$ cat src/inc/dpc_pkg.sv
`default_nettype none
package dpc_pkg;
  // ------------------------------------------------------------
  // Serial frame
  // ------------------------------------------------------------
  localparam int ADDR_W     = 7;
  localparam int DATA_W     = 8;
  localparam int CODE_W     = 5;
  localparam int HEAD_LAST  = 7;
  localparam int FRAME_LAST = 15;

  typedef enum logic [1:0] {
    PH_IDLE = 2'b00,
    PH_HEAD = 2'b01,
    PH_DATA = 2'b10,
    PH_DONE = 2'b11
  } dpc_phase_type;

  // ------------------------------------------------------------
  // Register offsets
  // ------------------------------------------------------------
  localparam logic [6:0] OFS_FIRST_BYPASS = 7'h17;
  localparam logic [6:0] OFS_SYNTH_RANGE  = 7'h18;
  localparam logic [6:0] OFS_POL_PUMP     = 7'h1c;
  localparam logic [6:0] OFS_SKEW         = 7'h1d;
  localparam logic [6:0] OFS_SYNTH_PUMP   = 7'h1e;

  // ------------------------------------------------------------
  // Field positions
  // ------------------------------------------------------------
  localparam int BIT_FIRST_BYPASS = 0;
  localparam int BIT_RANGE        = 0;
  localparam int BIT_SYNTH_BYPASS = 1;
  localparam int BIT_SENSE_INV    = 7;
  localparam int BIT_FORCE_MID    = 6;
  localparam int BIT_SKEW_EN      = 5;
  localparam int CODE_LSB         = 0;

  // ------------------------------------------------------------
  // Reset values and scale factors
  // ------------------------------------------------------------
  localparam logic       RST_FIRST_BYPASS = 1'b0;
  localparam logic       RST_SYNTH_BYPASS = 1'b0;
  localparam logic       RST_RANGE        = 1'b0;
  localparam logic       RST_SENSE_INV    = 1'b0;
  localparam logic       RST_FORCE_MID    = 1'b1;
  localparam logic       RST_SKEW_EN      = 1'b0;
  localparam logic [4:0] RST_FIRST_PUMP   = 5'h0f;
  localparam logic [4:0] RST_SYNTH_PUMP   = 5'h06;
  localparam logic [4:0] RST_SKEW_CODE    = 5'h00;

  localparam logic [7:0] FIRST_STEP_UA = 8'h32;
  localparam logic [7:0] SYNTH_STEP_UA = 8'hc8;
  localparam logic [3:0] SKEW_STEP_TD  = 4'h9;

  localparam logic [10:0] RST_FIRST_UA =
    11'((RST_FIRST_PUMP + 1) * FIRST_STEP_UA);
  localparam logic [12:0] RST_SYNTH_UA =
    13'((RST_SYNTH_PUMP + 1) * SYNTH_STEP_UA);
endpackage
`default_nettype wire

$ cat src/inc/dpc_cfg_if.sv
`timescale 1ns/1ps
`default_nettype none
interface dpc_cfg_if;
  logic                          wr_stb;
  logic                          rd_stb;
  logic [dpc_pkg::ADDR_W-1:0]    addr;
  logic [dpc_pkg::DATA_W-1:0]    wdata;
  logic [dpc_pkg::DATA_W-1:0]    rdata;

  modport port (output wr_stb, rd_stb, addr, wdata, input rdata);
  modport regs (input wr_stb, rd_stb, addr, wdata, output rdata);
endinterface
`default_nettype wire

$ cat src/hw/dpc_pll_ctrl_regs.sv
`timescale 1ns/1ps
`default_nettype none
module dpc_pll_ctrl_regs
  import dpc_pkg::*;
(
  input  wire logic          clk,
  input  wire logic          rst,
  input  wire logic          spi_clk_pin,
  input  wire logic          spi_sel_n_pin,
  input  wire logic          spi_din_pin,
  output var  logic          spi_dout,
  output var  logic          spi_dout_oe_n,
  output var  logic          first_loop_enable,
  output var  logic          first_loop_bypass,
  output var  logic          synth_loop_enable,
  output var  logic          synth_loop_bypass,
  output var  logic          oscillator_range_choice,
  output var  logic          oscillator_sense_invert,
  output var  logic          force_mid_control_voltage,
  output var  logic [4:0]    first_loop_pump_code,
  output var  logic [10:0]   first_loop_pump_ua,
  output var  logic [4:0]    synth_loop_pump_code,
  output var  logic [12:0]   synth_loop_pump_ua,
  output var  logic          phase_skew_enable,
  output var  logic [4:0]    first_loop_phase_skew_code,
  output var  logic [8:0]    phase_skew_tenth_deg
);
  dpc_cfg_if          cfg ();

  logic               first_bypass_reg;
  logic               synth_bypass_reg;
  logic               range_reg;
  logic               sense_inv_reg;
  logic               force_mid_reg;
  logic [4:0]         first_pump_reg;
  logic               skew_en_reg;
  logic [4:0]         skew_code_reg;
  logic [4:0]         synth_pump_reg;
  logic [7:0]         rdata_reg;
  logic [7:0]         rdata_next;

  // ------------------------------------------------------------
  // Helpers
  // ------------------------------------------------------------
  function automatic logic [12:0] pump_ua(
    input logic [4:0] code,
    input logic [7:0] step
  );
    logic [12:0] count;
    count = {8'h00, code} + 13'h0001;
    return 13'(count * {5'h00, step});
  endfunction

  function automatic logic hit(input logic [6:0] ofs);
    return cfg.wr_stb && (cfg.addr == ofs);
  endfunction

  // ------------------------------------------------------------
  // Serial port
  // ------------------------------------------------------------
  dpc_spi_port u_port (
    .clk           (clk),
    .rst           (rst),
    .spi_clk_pin   (spi_clk_pin),
    .spi_sel_n_pin (spi_sel_n_pin),
    .spi_din_pin   (spi_din_pin),
    .spi_dout      (spi_dout),
    .spi_dout_oe_n (spi_dout_oe_n),
    .cfg           (cfg.port)
  );

  // ------------------------------------------------------------
  // First-loop bypass register
  // ------------------------------------------------------------
  always_ff @(posedge clk or posedge rst)
  begin
    if (rst)
    begin
      first_bypass_reg <= RST_FIRST_BYPASS;
    end
    else if (hit(OFS_FIRST_BYPASS))
    begin
      first_bypass_reg <= cfg.wdata[BIT_FIRST_BYPASS];
    end
  end

  // ------------------------------------------------------------
  // Synthesizer bypass and range register
  // ------------------------------------------------------------
  // Range value 1 is stored as written; nothing here blocks misuse
  always_ff @(posedge clk or posedge rst)
  begin
    if (rst)
    begin
      synth_bypass_reg <= RST_SYNTH_BYPASS;
      range_reg        <= RST_RANGE;
    end
    else if (hit(OFS_SYNTH_RANGE))
    begin
      synth_bypass_reg <= cfg.wdata[BIT_SYNTH_BYPASS];
      range_reg        <= cfg.wdata[BIT_RANGE];
    end
  end

  // ------------------------------------------------------------
  // Polarity, force and first pump register
  // ------------------------------------------------------------
  always_ff @(posedge clk or posedge rst)
  begin
    if (rst)
    begin
      sense_inv_reg  <= RST_SENSE_INV;
      force_mid_reg  <= RST_FORCE_MID;
      first_pump_reg <= RST_FIRST_PUMP;
    end
    else if (hit(OFS_POL_PUMP))
    begin
      sense_inv_reg  <= cfg.wdata[BIT_SENSE_INV];
      force_mid_reg  <= cfg.wdata[BIT_FORCE_MID];
      first_pump_reg <= cfg.wdata[CODE_LSB +: CODE_W];
    end
  end

  // ------------------------------------------------------------
  // Phase skew register
  // ------------------------------------------------------------
  always_ff @(posedge clk or posedge rst)
  begin
    if (rst)
    begin
      skew_en_reg   <= RST_SKEW_EN;
      skew_code_reg <= RST_SKEW_CODE;
    end
    else if (hit(OFS_SKEW))
    begin
      skew_en_reg   <= cfg.wdata[BIT_SKEW_EN];
      skew_code_reg <= cfg.wdata[CODE_LSB +: CODE_W];
    end
  end

  // ------------------------------------------------------------
  // Synthesizer pump register
  // ------------------------------------------------------------
  always_ff @(posedge clk or posedge rst)
  begin
    if (rst)
    begin
      synth_pump_reg <= RST_SYNTH_PUMP;
    end
    else if (hit(OFS_SYNTH_PUMP))
    begin
      synth_pump_reg <= cfg.wdata[CODE_LSB +: CODE_W];
    end
  end

  // ------------------------------------------------------------
  // Read back
  // ------------------------------------------------------------
  // Unused positions stay zero; unmapped offsets read all zero
  always_comb
  begin
    rdata_next = 8'h00;
    unique case (cfg.addr)
      OFS_FIRST_BYPASS:
      begin
        rdata_next[BIT_FIRST_BYPASS] = first_bypass_reg;
      end
      OFS_SYNTH_RANGE:
      begin
        rdata_next[BIT_SYNTH_BYPASS] = synth_bypass_reg;
        rdata_next[BIT_RANGE]        = range_reg;
      end
      OFS_POL_PUMP:
      begin
        rdata_next[BIT_SENSE_INV]         = sense_inv_reg;
        rdata_next[BIT_FORCE_MID]         = force_mid_reg;
        rdata_next[CODE_LSB +: CODE_W]    = first_pump_reg;
      end
      OFS_SKEW:
      begin
        rdata_next[BIT_SKEW_EN]           = skew_en_reg;
        rdata_next[CODE_LSB +: CODE_W]    = skew_code_reg;
      end
      OFS_SYNTH_PUMP:
      begin
        rdata_next[CODE_LSB +: CODE_W]    = synth_pump_reg;
      end
      default:
      begin
        rdata_next = 8'h00;
      end
    endcase
  end

  // Snapshot on the address strobe so shifting out sees a stable byte
  always_ff @(posedge clk or posedge rst)
  begin
    if (rst)
    begin
      rdata_reg <= 8'h00;
    end
    else if (cfg.rd_stb)
    begin
      rdata_reg <= rdata_next;
    end
  end

  assign cfg.rdata = rdata_reg;

  // ------------------------------------------------------------
  // Loop enables and routing
  // ------------------------------------------------------------
  always_ff @(posedge clk or posedge rst)
  begin
    if (rst)
    begin
      first_loop_enable <= ~RST_FIRST_BYPASS;
      first_loop_bypass <= RST_FIRST_BYPASS;
      synth_loop_enable <= ~RST_SYNTH_BYPASS;
      synth_loop_bypass <= RST_SYNTH_BYPASS;
    end
    else
    begin
      first_loop_enable <= ~first_bypass_reg;
      first_loop_bypass <= first_bypass_reg;
      synth_loop_enable <= ~synth_bypass_reg;
      synth_loop_bypass <= synth_bypass_reg;
    end
  end

  // ------------------------------------------------------------
  // Oscillator controls
  // ------------------------------------------------------------
  // The force level drives the tune pin clamp in the analog section
  always_ff @(posedge clk or posedge rst)
  begin
    if (rst)
    begin
      oscillator_range_choice   <= RST_RANGE;
      oscillator_sense_invert   <= RST_SENSE_INV;
      force_mid_control_voltage <= RST_FORCE_MID;
    end
    else
    begin
      oscillator_range_choice   <= range_reg;
      oscillator_sense_invert   <= sense_inv_reg;
      force_mid_control_voltage <= force_mid_reg;
    end
  end

  // ------------------------------------------------------------
  // Charge pump codes and currents
  // ------------------------------------------------------------
  always_ff @(posedge clk or posedge rst)
  begin
    if (rst)
    begin
      first_loop_pump_code <= RST_FIRST_PUMP;
      first_loop_pump_ua   <= RST_FIRST_UA;
      synth_loop_pump_code <= RST_SYNTH_PUMP;
      synth_loop_pump_ua   <= RST_SYNTH_UA;
    end
    else
    begin
      first_loop_pump_code <= first_pump_reg;
      first_loop_pump_ua   <=
        11'(pump_ua(first_pump_reg, FIRST_STEP_UA));
      synth_loop_pump_code <= synth_pump_reg;
      synth_loop_pump_ua   <= pump_ua(synth_pump_reg, SYNTH_STEP_UA);
    end
  end

  // ------------------------------------------------------------
  // Phase skew to the detector
  // ------------------------------------------------------------
  // Zero code when disabled avoids offset current noise
  always_ff @(posedge clk or posedge rst)
  begin
    if (rst)
    begin
      phase_skew_enable          <= RST_SKEW_EN;
      first_loop_phase_skew_code <= 5'h00;
      phase_skew_tenth_deg       <= 9'h000;
    end
    else
    begin
      phase_skew_enable          <= skew_en_reg;
      first_loop_phase_skew_code <= skew_en_reg ? skew_code_reg : 5'h00;
      phase_skew_tenth_deg       <= skew_en_reg ?
        9'({4'h0, skew_code_reg} * {5'h00, SKEW_STEP_TD}) : 9'h000;
    end
  end
endmodule // dpc_pll_ctrl_regs
`default_nettype wire

$ cat src/hw/dpc_spi_port.sv
`timescale 1ns/1ps
`default_nettype none
module dpc_spi_port
  import dpc_pkg::*;
(
  input  wire logic   clk,
  input  wire logic   rst,
  input  wire logic   spi_clk_pin,
  input  wire logic   spi_sel_n_pin,
  input  wire logic   spi_din_pin,
  output var  logic   spi_dout,
  output var  logic   spi_dout_oe_n,
  dpc_cfg_if.port     cfg
);
  logic [2:0]        meta_reg;
  logic [2:0]        sync_reg;
  logic              sclk_prev_reg;
  logic              rise;
  logic              fall;
  dpc_phase_type     phase_reg;
  logic [3:0]        cnt_reg;
  logic [6:0]        shift_reg;
  logic              is_read_reg;
  logic              load_pend_reg;
  logic [7:0]        out_reg;

  // ------------------------------------------------------------
  // Pin synchronisers
  // ------------------------------------------------------------
  always_ff @(posedge clk or posedge rst)
  begin
    if (rst)
    begin
      // Idle pin levels: deselected, serial clock low, so no false edge follows reset
      meta_reg      <= 3'h4;
      sync_reg      <= 3'h4;
      sclk_prev_reg <= 1'b0;
    end
    else
    begin
      meta_reg      <= {spi_sel_n_pin, spi_clk_pin, spi_din_pin};
      sync_reg      <= meta_reg;
      sclk_prev_reg <= sync_reg[1];
    end
  end

  assign rise = sync_reg[1] & ~sclk_prev_reg;
  assign fall = ~sync_reg[1] & sclk_prev_reg;

  // ------------------------------------------------------------
  // Frame decode
  // ------------------------------------------------------------
  always_ff @(posedge clk or posedge rst)
  begin
    if (rst)
    begin
      phase_reg   <= PH_IDLE;
      cnt_reg     <= 4'h0;
      shift_reg   <= 7'h00;
      is_read_reg <= 1'b0;
      cfg.addr    <= '0;
      cfg.wdata   <= '0;
      cfg.wr_stb  <= 1'b0;
      cfg.rd_stb  <= 1'b0;
    end
    else
    begin
      cfg.wr_stb <= 1'b0;
      cfg.rd_stb <= 1'b0;
      if (sync_reg[2])
      begin
        // Early deselect drops the frame
        phase_reg <= PH_IDLE;
        cnt_reg   <= 4'h0;
      end
      else
      begin
        unique case (phase_reg)
          PH_IDLE: phase_reg <= PH_HEAD;
          PH_HEAD:
            if (rise)
            begin
              shift_reg <= {shift_reg[5:0], sync_reg[0]};
              cnt_reg   <= cnt_reg + 4'h1;
              if (cnt_reg == 4'(HEAD_LAST))
              begin
                phase_reg   <= PH_DATA;
                is_read_reg <= shift_reg[6];
                cfg.addr    <= {shift_reg[5:0], sync_reg[0]};
                cfg.rd_stb  <= shift_reg[6];
              end
            end
          PH_DATA:
            if (rise)
            begin
              shift_reg <= {shift_reg[5:0], sync_reg[0]};
              cnt_reg   <= cnt_reg + 4'h1;
              if (cnt_reg == 4'(FRAME_LAST))
              begin
                phase_reg  <= PH_DONE;
                cfg.wdata  <= {shift_reg, sync_reg[0]};
                cfg.wr_stb <= ~is_read_reg;
              end
            end
          PH_DONE: phase_reg <= PH_DONE;
        endcase
      end
    end
  end

  // ------------------------------------------------------------
  // Read data out, changed on falling serial clock
  // ------------------------------------------------------------
  always_ff @(posedge clk or posedge rst)
  begin
    if (rst)
    begin
      load_pend_reg <= 1'b0;
      out_reg       <= 8'h00;
      spi_dout_oe_n <= 1'b1;
    end
    else if (sync_reg[2])
    begin
      load_pend_reg <= 1'b0;
      spi_dout_oe_n <= 1'b1;
    end
    else if (cfg.rd_stb)
    begin
      load_pend_reg <= 1'b1;
    end
    else if (fall && phase_reg == PH_DATA && is_read_reg)
    begin
      load_pend_reg <= 1'b0;
      spi_dout_oe_n <= 1'b0;
      out_reg       <= load_pend_reg ? cfg.rdata : {out_reg[6:0], 1'b0};
    end
  end

  assign spi_dout = out_reg[7];
endmodule // dpc_spi_port
`default_nettype wire

$ cat config.mk
export PLATFORM = sky130hd
export DESIGN_NAME = dpc_pll_ctrl_regs
export DESIGN_NICKNAME = d
export VERILOG_FILES = /design/src/inc/dpc_pkg.sv /design/src/inc/dpc_cfg_if.sv /design/src/hw/dpc_pll_ctrl_regs.sv /design/src/hw/dpc_spi_port.sv
export SDC_FILE = /design/constraint.sdc
export NUM_CORES = 1
export LEC_CHECK = 0
export BUFFER_PORTS_ARGS = -buffer_cell sky130_fd_sc_hd__buf_2
export CORE_ASPECT_RATIO = 0.8
export CORE_UTILIZATION = 53
export DETAILED_ROUTE_END_ITERATION = 16
export GPL_ROUTABILITY_DRIVEN = 0
export PLACE_DENSITY = 0.72
export SLEW_MARGIN = 20
export SYNTH_ARGS = -nofsm -noshare
export SYNTH_HDL_FRONTEND = slang
export SYNTH_SLANG_ARGS = --single-unit
$ cat constraint.sdc
create_clock -name clk -period 3.7 [get_ports clk]
set_input_delay 0.37 -clock clk [delete_from_list [all_inputs] [get_ports clk]]
set_output_delay 0.37 -clock clk [all_outputs]
set_load 0.05 [all_outputs]
==> results of run 1 <==
## worst max-delay path: stages (launching register included)
cell,delay (ns)
dfstp_2,0.66
ha_1,0.29
nand3_1,0.12
xor2_1,0.34
xor2_1,0.21
ha_1,0.26
ha_1,0.29
ha_1,0.33
o21ai_0,0.09
o21bai_1,0.08
a21oi_1,0.20
xnor2_1,0.10
## cell usage after synthesis (3+ instances only)
cell type	count
dfrtp_1	98
mux2_2	46
ha_1	45
dfstp_2	28
inv_1	25
nand2_1	24
o21ai_0	19
xor2_1	18
xnor2_1	15
and2_1	12
nor2_1	11
a21oi_1	10
mux2i_1	10
clkbuf_1	9
nand3_1	9
buf_4	7
a21o_1	5
nand4_1	5
nor2b_1	5
and3_1	4
fa_1	3
nor3b_1	3
o2bb2ai_1	3
## logic make-up after synthesis
kind of cell    after synthesis
buf+inv                      44
simple gates                 90
xor+xnor                     33
fa+ha+maj                    48
flops                       126
mux                          56
other cells                   1
compound gates               48
## cells in the final DEF, fill, tap and decap left out, drive strengths merged, types with 10 or more instances in the layout
cell | netlist | layout
nand3 | 10 | 10
clkbuf | 9 | 26
inv | 25 | 25
nand2 | 25 | 25
dfrtp | 98 | 98
mux2i | 10 | 10
and2 | 13 | 13
nor2 | 12 | 12
mux2 | 46 | 46
o21ai | 19 | 19
ha | 45 | 45
xnor2 | 15 | 15
dfstp | 28 | 28
buf | 10 | 59
a21oi | 10 | 10
xor2 | 18 | 18
## area by class of cell
class                           count  share of cell area
Sequential cell                   126              0.4724
Clock inverter                      6             0.01224
Multi-Input combinational cell    279              0.3552
Tap cell                          140             0.02595
Inverter                           25             0.01428
Clock buffer                       26             0.07397
Timing Repair Buffer               59             0.04598
## stage by stage
| stage | power (mW) | cell area, um^2 | hold WS [ns] | utilization | cells |
|---|---|---|---|---|---|
| 2_1_floorplan | 1.619 | 5787 | 0.3312 | - | 449 |
| 5_1_grt | 3.376 | 6749 | 0.03245 | 0.6486 | 661 |
| 3_3_place_gp | 1.655 | 6167 | 0.3329 | 0.5927 | 629 |
| 6_report | 3.249 | 6749 | 0.05480 | 0.6486 | 661 |
| 4_1_cts | 3.279 | 6749 | 0.04579 | 0.6486 | 661 |
| 3_5_place_dp | 1.665 | 6167 | 0.3355 | 0.5927 | 629 |
## final timing paths
| path | startpoint | end | slack (ns) | cells after the start |
|---|---|---|---|---|
| worst min register to register | u_port.meta_reg[0] | u_port.sync_reg[0] | 0.35 | 0 |
| worst min-delay path | spi_sel_n_pin | u_port.meta_reg[2] | 0.05 | 1 |
| max in group asynchronous | rst | synth_loop_pump_ua[5] | 2.73 | 3 |
| min in group asynchronous | rst | u_port.meta_reg[0] | 0.15 | 2 |
| worst max-delay path | first_pump_reg[0] | first_loop_pump_ua[10] | 0.63 | 11 |
| worst max register to register | first_pump_reg[0] | first_loop_pump_ua[10] | 0.63 | 11 |
## report_power, final
group	total (mW)	internal, mW	switching [mW]
Sequential	1.48	1.43	0.0481
Combinational	0.163	0.0740	0.0889
Clock	1.61	1.06	0.549
## layer usage
layer | global-route usage | share of wire | wire [um]
met1 | 0.2747 | 0.50 | 5089
met2 | 0.3148 | 0.44 | 4526
met3 | 0.06220 | 0.045 | 457
met4 | 0.09283 | 0.018 | 186
met5 | 0 | 0 | 0
==> metrics.csv, run 1 <==
stage,metric,value,unit
route,drt pass-1 iters,4,
timing,setup violators final,0,
route,drt drc,0,
grt,Total GRT Usage,0.2063,
route,drt total wl,10260,um
yosys,post-synthesis adder-cell area fraction,0.1079,
yosys,Mapped Cells,446,
timing,Layout Skew,0.01920,ns
cts,Clock transition at path regs,0.05,ns
timing,fin worst setup slack,0.6255,ns
grt,vias in the first global route,3545,
yosys,main area contributors after synthesis,"dfrtp_1 (42%), dfstp_2 (13%), ha_1 (9.7%)",
cts,worst skew pair latency,0.42,ns
critical_path,Startpoint Class,register,
route,via count,3468,
cts,cts repair resizes,0,
cts,Hold Buf Count CTS,0,
timing,worst slew pin tran,0.9047,ns
route,WL per Instance,15.52,um
pwr,Peak VDD IR,0.5469,mV
yosys,Post-synth EDFFs,0,
run,Max-cap violations,0,
floorplanning,DIE HEIGHT,95.37,um
placement,dpl ws,0.6482,ns
yosys,Synth Area in Compound Gates,0.05178,
final_layout,footprint of the multi-input gates,2397,um^2
cts,clock buffer count from CTS,17,
yosys,"area leader, netlist",dfrtp_1,
pwr,P_leak,3.511,nW
timing,setup TNS,0,ns
timing,Final Max Slew Viols,0,
floorplanning,Starting Density,0.5551,
cts,Clock Path Buffers,2,
route,Vias/cell,5.247,
cts,H-tree levels,4,
timing,Final Critical Period,3.074,ns
grt,Congestion Overflow GR,0,
floorplanning,core area,10410,um^2
timing,Fin. Hold Viols,0,
timing,Slew HR,0.3968,
yosys,Synth Flop Type,dfrtp_1,
hold_path,Hold WC Path Type,in2reg,
yosys,Netlist cell types,51,
critical_path,critical setup path kind,reg2reg,
grt,first-pass GRT wire length,17460,um
yosys,average size of a mapped cell,12.95,um^2
yosys,ys async rst share,1.000,
route,number of routed nets with antenna violations,0,
floorplanning,IO Count,63,
timing,"Period Utilization, post-route",0.8309,
final_layout,Register Area,3188,um^2
final_layout,P&R area growth vs syn,16.85,%
floorplanning,Die ar.,11320,um^2
outcome,status,completed,
yosys,post-synthesis register bit count,126,
yosys,Post-Synth Simple-Gate Area,0.09575,
final_layout,Top Registers,"first_loop_pump_ua x10, synth_loop_pump_ua x10, phase_skew_tenth_deg x9",
timing,Peak Freq,0.3253,GHz
yosys,top cell type's share of synthesized area,0.4246,
cts,post-CTS setup buffer count,0,
grt,largest net degree at the start of global routing,74,
placement,PortBufs,58,
critical_path,CP Max Fanout,12,
yosys,post-synthesis sequential area ratio,0.5520,
final_layout,Antenna Cells,0,
yosys,Post-Synth XOR/XNOR Area,0.05004,
final_layout,Filler Cell Count,777,
floorplanning,Rows,33,
grt,initial antenna violation count,0,
placement,dpl hpwl,6961,um
timing,RSZ-0062 raised after global routing,no,
cts,TritonCTS clock tree,built,
final_layout,layout cells sized above 1,0.3301,
critical_path,Crit. End Element,register,
critical_path,arrival time worst endpoint,3.38,ns
pwr,PwrDens,481.4,nW/um^2
route,Initial DRC Count,205,
yosys,largest family of logic cells by synthesized area,adder cells,
floorplanning,Die Width,118.7,um
yosys,mapped cell area,5776,um^2
final_layout,Final nets,561,
critical_path,Critical Path RT,4.00,ns
yosys,mux contribution to synthesized area,0.1070,
cts,clock sinks,126,
cts,CTS root buffer,clkbuf_16,
yosys,Synth Warn #,0,
Power figures use the tool's default switching activity.
==> inputs of run 2 (changes only) <==
Clock period 3.7 ns to 2.7 ns, I/O delays scaled along.
==> run 2 against run 1 <==
  * First-iteration DRC count is 8.3% lower
  * Die area stayed put
  * Via count is 6.7% higher
  * Clock-buffer cell count is 5 lower
  * Register-to-register slack worse by 0.59 ns
  * Highest routed layer unchanged
==> metrics.csv, run 2 (same netlist as run 1, synthesis figures left out) <==
stage,metric,value,unit
outcome,status,completed,
route,via count,3702,
timing,setup violators final,0,
timing,Fin. Hold Viols,0,
cts,clock buffer count from CTS,17,
pwr,PwrDens,590.2,nW/um^2
pwr,P_leak,3.631,nW
timing,Layout Skew,0.009005,ns
timing,RSZ-0062 raised after global routing,yes,
cts,TritonCTS clock tree,built,
floorplanning,Starting Density,0.5551,
timing,Peak Freq,0.3747,GHz
placement,PortBufs,58,
placement,dpl ws,-0.1416,ns
cts,Clock Path Buffers,2,
final_layout,most frequent cells in the layout,"dfrtp_1 (97), buf_2 (58), mux2_2 (46), dfstp_2 (28), buf_4 (27)",
grt,vias in the first global route,3549,
timing,Hold WS,0.01678,ns
timing,fin worst setup slack,0.03125,ns
grt,initial antenna violation count,0,
hold_path,Hold WC Path Type,in2async,
route,WL per Instance,16.79,um
critical_path,Critical Path RT,3.03,ns
grt,largest net degree at the start of global routing,127,
route,drt total wl,11680,um
placement,dpl hpwl,7483,um
floorplanning,Die ar.,11320,um^2
floorplanning,Die Width,118.7,um
grt,Total GRT Usage,0.2122,
floorplanning,IO Count,63,
floorplanning,DIE HEIGHT,95.37,um
critical_path,arrival time worst endpoint,3.00,ns
timing,Final Critical Period,2.669,ns
floorplanning,core area,10410,um^2
critical_path,critical setup path kind,reg2reg,
timing,worst slew pin tran,0.7156,ns
final_layout,Top Registers,"first_loop_pump_ua x10, synth_loop_pump_ua x10, phase_skew_tenth_deg x9",
critical_path,Crit. End Element,register,
critical_path,CP Max Fanout,3,
timing,Slew HR,0.5203,
route,Initial DRC Count,188,
timing,Final Max Slew Viols,0,
final_layout,final instance area,7513,um^2
cts,worst skew pair latency,0.42,ns
cts,clock sinks,126,
grt,first-pass GRT wire length,17870,um
timing,setup TNS,0,ns
run,Max-cap violations,0,
pwr,Peak VDD IR,0.6364,mV
cts,CTS root buffer,clkbuf_16,
final_layout,Final nets,596,
floorplanning,Rows,33,
placement,"Cell Area, Placed",6452,um^2
cts,H-tree levels,4,
route,Vias/cell,5.319,
route,drt drc,0,
final_layout,layout cells sized above 1,0.4658,
final_layout,P&R area growth vs syn,30.09,%
cts,Clock transition at path regs,0.06,ns
route,drt pass-1 iters,5,
route,number of routed nets with antenna violations,0,
final_layout,Antenna Cells,0,
final_layout,"most common cell after layout, fill and taps aside",dfrtp_1,
critical_path,Startpoint Class,register,
grt,Congestion Overflow GR,0,
timing,"Period Utilization, post-route",0.9884,
## run 2: final timing paths
path | startpoint | to | slack (ns) | depth (start not counted)
max | synth_pump_reg[1] | synth_loop_pump_ua[10] | 0.03 | 11
min | rst | first_loop_pump_ua[7] | 0.02 | 3
max reg2reg | synth_pump_reg[1] | synth_loop_pump_ua[10] | 0.03 | 11
min reg2reg | u_port.meta_reg[2] | u_port.sync_reg[2] | 0.35 | 0
max in group asynchronous | rst | synth_pump_reg[0] | 2.14 | 3
min in group clk | u_port.meta_reg[2] | u_port.sync_reg[2] | 0.35 | 0
## run 2: report_power, final
part | internal [mW] | leakage, nW | switching [mW]
logic | 0.106 | 1.74 | 0.126
clock network | 1.37 | 0.265 | 0.802
registers | 1.96 | 1.62 | 0.0694
## run 2: timing repair
action / CTS / global route
resized for setup: 21 / 35
setup endpoints to repair: 6 / 5
setup buffers: 4 / 2
hold buffers: 3 / 0
hold endpoints to repair: 3 / 0
pin swaps: 13 / 23
## run 2: layout make-up
class	instances	area, um^2
well taps	140	175.2
flip-flops and latches	126	3189
fillers	685	2892
clock buffers	21	450.4
inverters	25	97.59
repair buffers	94	616.8
clock inverters	11	117.6
multi-input cells	279	2867
## run 2: stage by stage
| step | util | total power, mW | cells |
|---|---|---|---|
| 6_report | 0.7221 | 4.435 | 696 |
| 5_1_grt | 0.7221 | 4.599 | 696 |
| 4_1_cts | 0.6983 | 4.470 | 694 |
| 3_5_place_dp | 0.6201 | 2.287 | 656 |
| 3_3_place_gp | 0.6201 | 2.268 | 656 |
| 2_1_floorplan | - | 2.219 | 449 |
## run 2: critical path: stages, from the launching register on
cell and delay, ns:
dfstp_2 0.59, buf_12 0.13, nand3_4 0.08, xor2_2 0.17
inv_1 0.12, ha_4 0.29, ha_4 0.20, ha_4 0.24
ha_4 0.25, buf_4 0.14, a21oi_1 0.19, xnor2_1 0.17
## run 2: metal layers
layer / vias to the layer above / global-route usage / wire (um)
met5: - / 0 / 0
met4: 0 / 0.08333 / 205
met3: 20 / 0.05443 / 615
met2: 97 / 0.3338 / 5784
met1: 1876 / 0.2851 / 5078
li1: 1709 / - / -
==> inputs of run 3 (changes only) <==
Settings changed: CORE_MARGIN from default to 2.
==> run 3 against run 2 <==
  * The flow now finishes with violations (negative setup slack)
  * Clock power increased by 15%
  * Clock-buffer cell count unchanged
  * Global-route usage decreased by 0.10 points
  * Die area increased by 3.8%
==> metrics.csv, run 3 (same netlist as run 1, synthesis figures left out) <==
stage,metric,value,unit
final_layout,P&R area growth vs syn,30.48,%
cts,CTS root buffer,clkbuf_16,
critical_path,"most used cell, CP",ha_4,
pwr,PwrDens,629.6,nW/um^2
route,Initial DRC Count,192,
final_layout,final instance area,7536,um^2
outcome,failing checks,negative setup slack,
cts,worst skew pair latency,0.41,ns
pwr,P_leak,3.666,nW
route,drt pass-1 iters,4,
timing,Fin. Hold Viols,0,
floorplanning,DIE HEIGHT,97.37,um
grt,initial antenna violation count,0,
critical_path,r2r startpoint,synth_pump_reg[1],
timing,Final Max Slew Viols,0,
floorplanning,IO Count,63,
critical_path,worst path cell trace,nand3_2 > xor2_2 > inv_1 > ha_4 > ha_4 > ha_4 > ha_4 > a211oi_2 > o21bai_1 > a21oi_2 > xnor2_1,
cts,clock buffer count from CTS,17,
critical_path,r2r endpoint,synth_loop_pump_ua[12],
critical_path,Crit. End Element,register,
floorplanning,Die ar.,11750,um^2
outcome,status,"complete, but fails checks",
cts,Clock transition at path regs,0.06,ns
route,via count,3654,
final_layout,Final nets,596,
final_layout,Finished Layout Cells,700,
grt,first-pass GRT wire length,18890,um
cts,H-tree levels,4,
final_layout,most frequent cells in the layout,"dfrtp_1 (97), buf_2 (58), mux2_2 (46), buf_4 (30), dfstp_2 (28)",
timing,RSZ-0062 raised after global routing,yes,
final_layout,Antenna Cells,0,
route,WL per Instance,17.25,um
critical_path,CP top delay family,adder cells,
critical_path,Startpoint Class,register,
cts,Clock Path Buffers,2,
critical_path,Critical Path RT,3.03,ns
final_layout,Filler Cell Count,710,
placement,dpl hpwl,7580,um
run,Max-cap violations,0,
placement,"Cell Area, Placed",6457,um^2
placement,dpl ws,-0.1203,ns
final_layout,"most common cell after layout, fill and taps aside",dfrtp_1,
timing,Slew HR,0.4067,
timing,"Period Utilization, post-route",1.025,
timing,Layout Skew,0.008744,ns
route,drt total wl,12080,um
floorplanning,core area,10760,um^2
hold_path,Hold WC Path Type,in2async,
timing,Final Critical Period,2.768,ns
final_layout,layout cells sized above 1,0.4550,
cts,clock sinks,126,
route,drt drc,0,
critical_path,worst reg-to-reg setup slack,-0.07,ns
grt,Total GRT Usage,0.2111,
timing,setup violators final,2,
critical_path,highest-delay cell along the critical path,dfstp_2,
timing,setup TNS,-0.1324,ns
placement,Cells after DPL,660,
route,Vias/cell,5.220,
grt,vias in the first global route,3757,
timing,fin worst setup slack,-0.06829,ns
placement,PortBufs,58,
critical_path,critical setup path kind,reg2reg,
critical_path,"Buf+Inv Stages, Crit Path",1,
floorplanning,Rows,34,
critical_path,arrival time worst endpoint,3.10,ns
grt,Congestion Overflow GR,0,
critical_path,CP Max Fanout,5,
grt,largest net degree at the start of global routing,46,
route,number of routed nets with antenna violations,0,
floorplanning,Die Width,120.7,um
pwr,Peak VDD IR,0.4357,mV
timing,Peak Freq,0.3612,GHz
final_layout,Final Util,0.7002,
floorplanning,Starting Density,0.5366,
critical_path,worst r2r path cells,11,
timing,worst slew pin tran,0.8881,ns
final_layout,Top Registers,"first_loop_pump_ua x10, synth_loop_pump_ua x10, phase_skew_tenth_deg x9",
critical_path,max incr delay on CP,0.61,ns
cts,TritonCTS clock tree,built,
run 3: how the worst max path moves through the flow:
stage / from / end / slack (ns) / cells past startpoint
final: synth_pump_reg[1] / synth_loop_pump_ua[12] / -0.07 / 11
after CTS: synth_pump_reg[1] / synth_loop_pump_ua[12] / -0.06 / 11
after floorplan: first_pump_reg[0] / first_loop_pump_ua[10] / 0.002 / 12
after global routing: synth_pump_reg[1] / synth_loop_pump_ua[12] / -0.15 / 11
after detailed placement: synth_pump_reg[1] / synth_loop_pump_ua[12] / -0.12 / 11
after global placement: synth_pump_reg[1] / synth_loop_pump_ua[12] / -0.05 / 10
run 3: power by group:
part,switching [mW],internal (mW)
clock,0.805,1.68
combinational,0.125,0.109
sequential,0.0667,1.96
total,0.996,3.75
run 3: worst reg2reg max path, cell delays in order (launching register included):
cell and delay (ns):
dfstp_2 0.61, nand3_2 0.16, xor2_2 0.24, inv_1 0.14, ha_4 0.31, ha_4 0.21
ha_4 0.25, ha_4 0.18, a211oi_2 0.20, o21bai_1 0.14, a21oi_2 0.14, xnor2_1 0.12
run 3: stage by stage:
step | total power, mW | hold WS (ns)
after floorplan | 2.219 | 0.2745
after global placement | 2.269 | 0.3367
after detailed placement | 2.293 | 0.3420
after CTS | 4.780 | 0.06036
after global routing | 4.913 | 0.1031
final | 4.745 | 0.03534
run 3: layout make-up:
| cell class | count | area (um^2) | area share |
|---|---|---|---|
| Sequential cell | 126 | 3189 | 0.4232 |
| Timing Repair Buffer | 94 | 596.8 | 0.07920 |
| Clock inverter | 11 | 187.7 | 0.02490 |
| Tap cell | 144 | 180.2 | 0.02391 |
| Inverter | 25 | 97.59 | 0.01295 |
| Clock buffer | 21 | 460.4 | 0.06110 |
| Multi-Input combinational cell | 279 | 2824 | 0.3747 |
run 3: routing by layer:
layer  part of all wire  GRT usage  vias up  routed length (um)
li1                   -          -     1713                   -
met1               0.42     0.2748     1805                5118
met2               0.50     0.3372      107                6062
met3              0.048    0.05516       29                 576
met4              0.026    0.08766        0                 320
met5                  0          0        -                   0
run 3: repair_timing:
item	in CTS	in global routing
gates resized for setup	17	29
buffers inserted	2	3
hold buffers	3	0
pin swaps	13	24
hold endpoints to repair	3	0
setup endpoints to repair	4	6
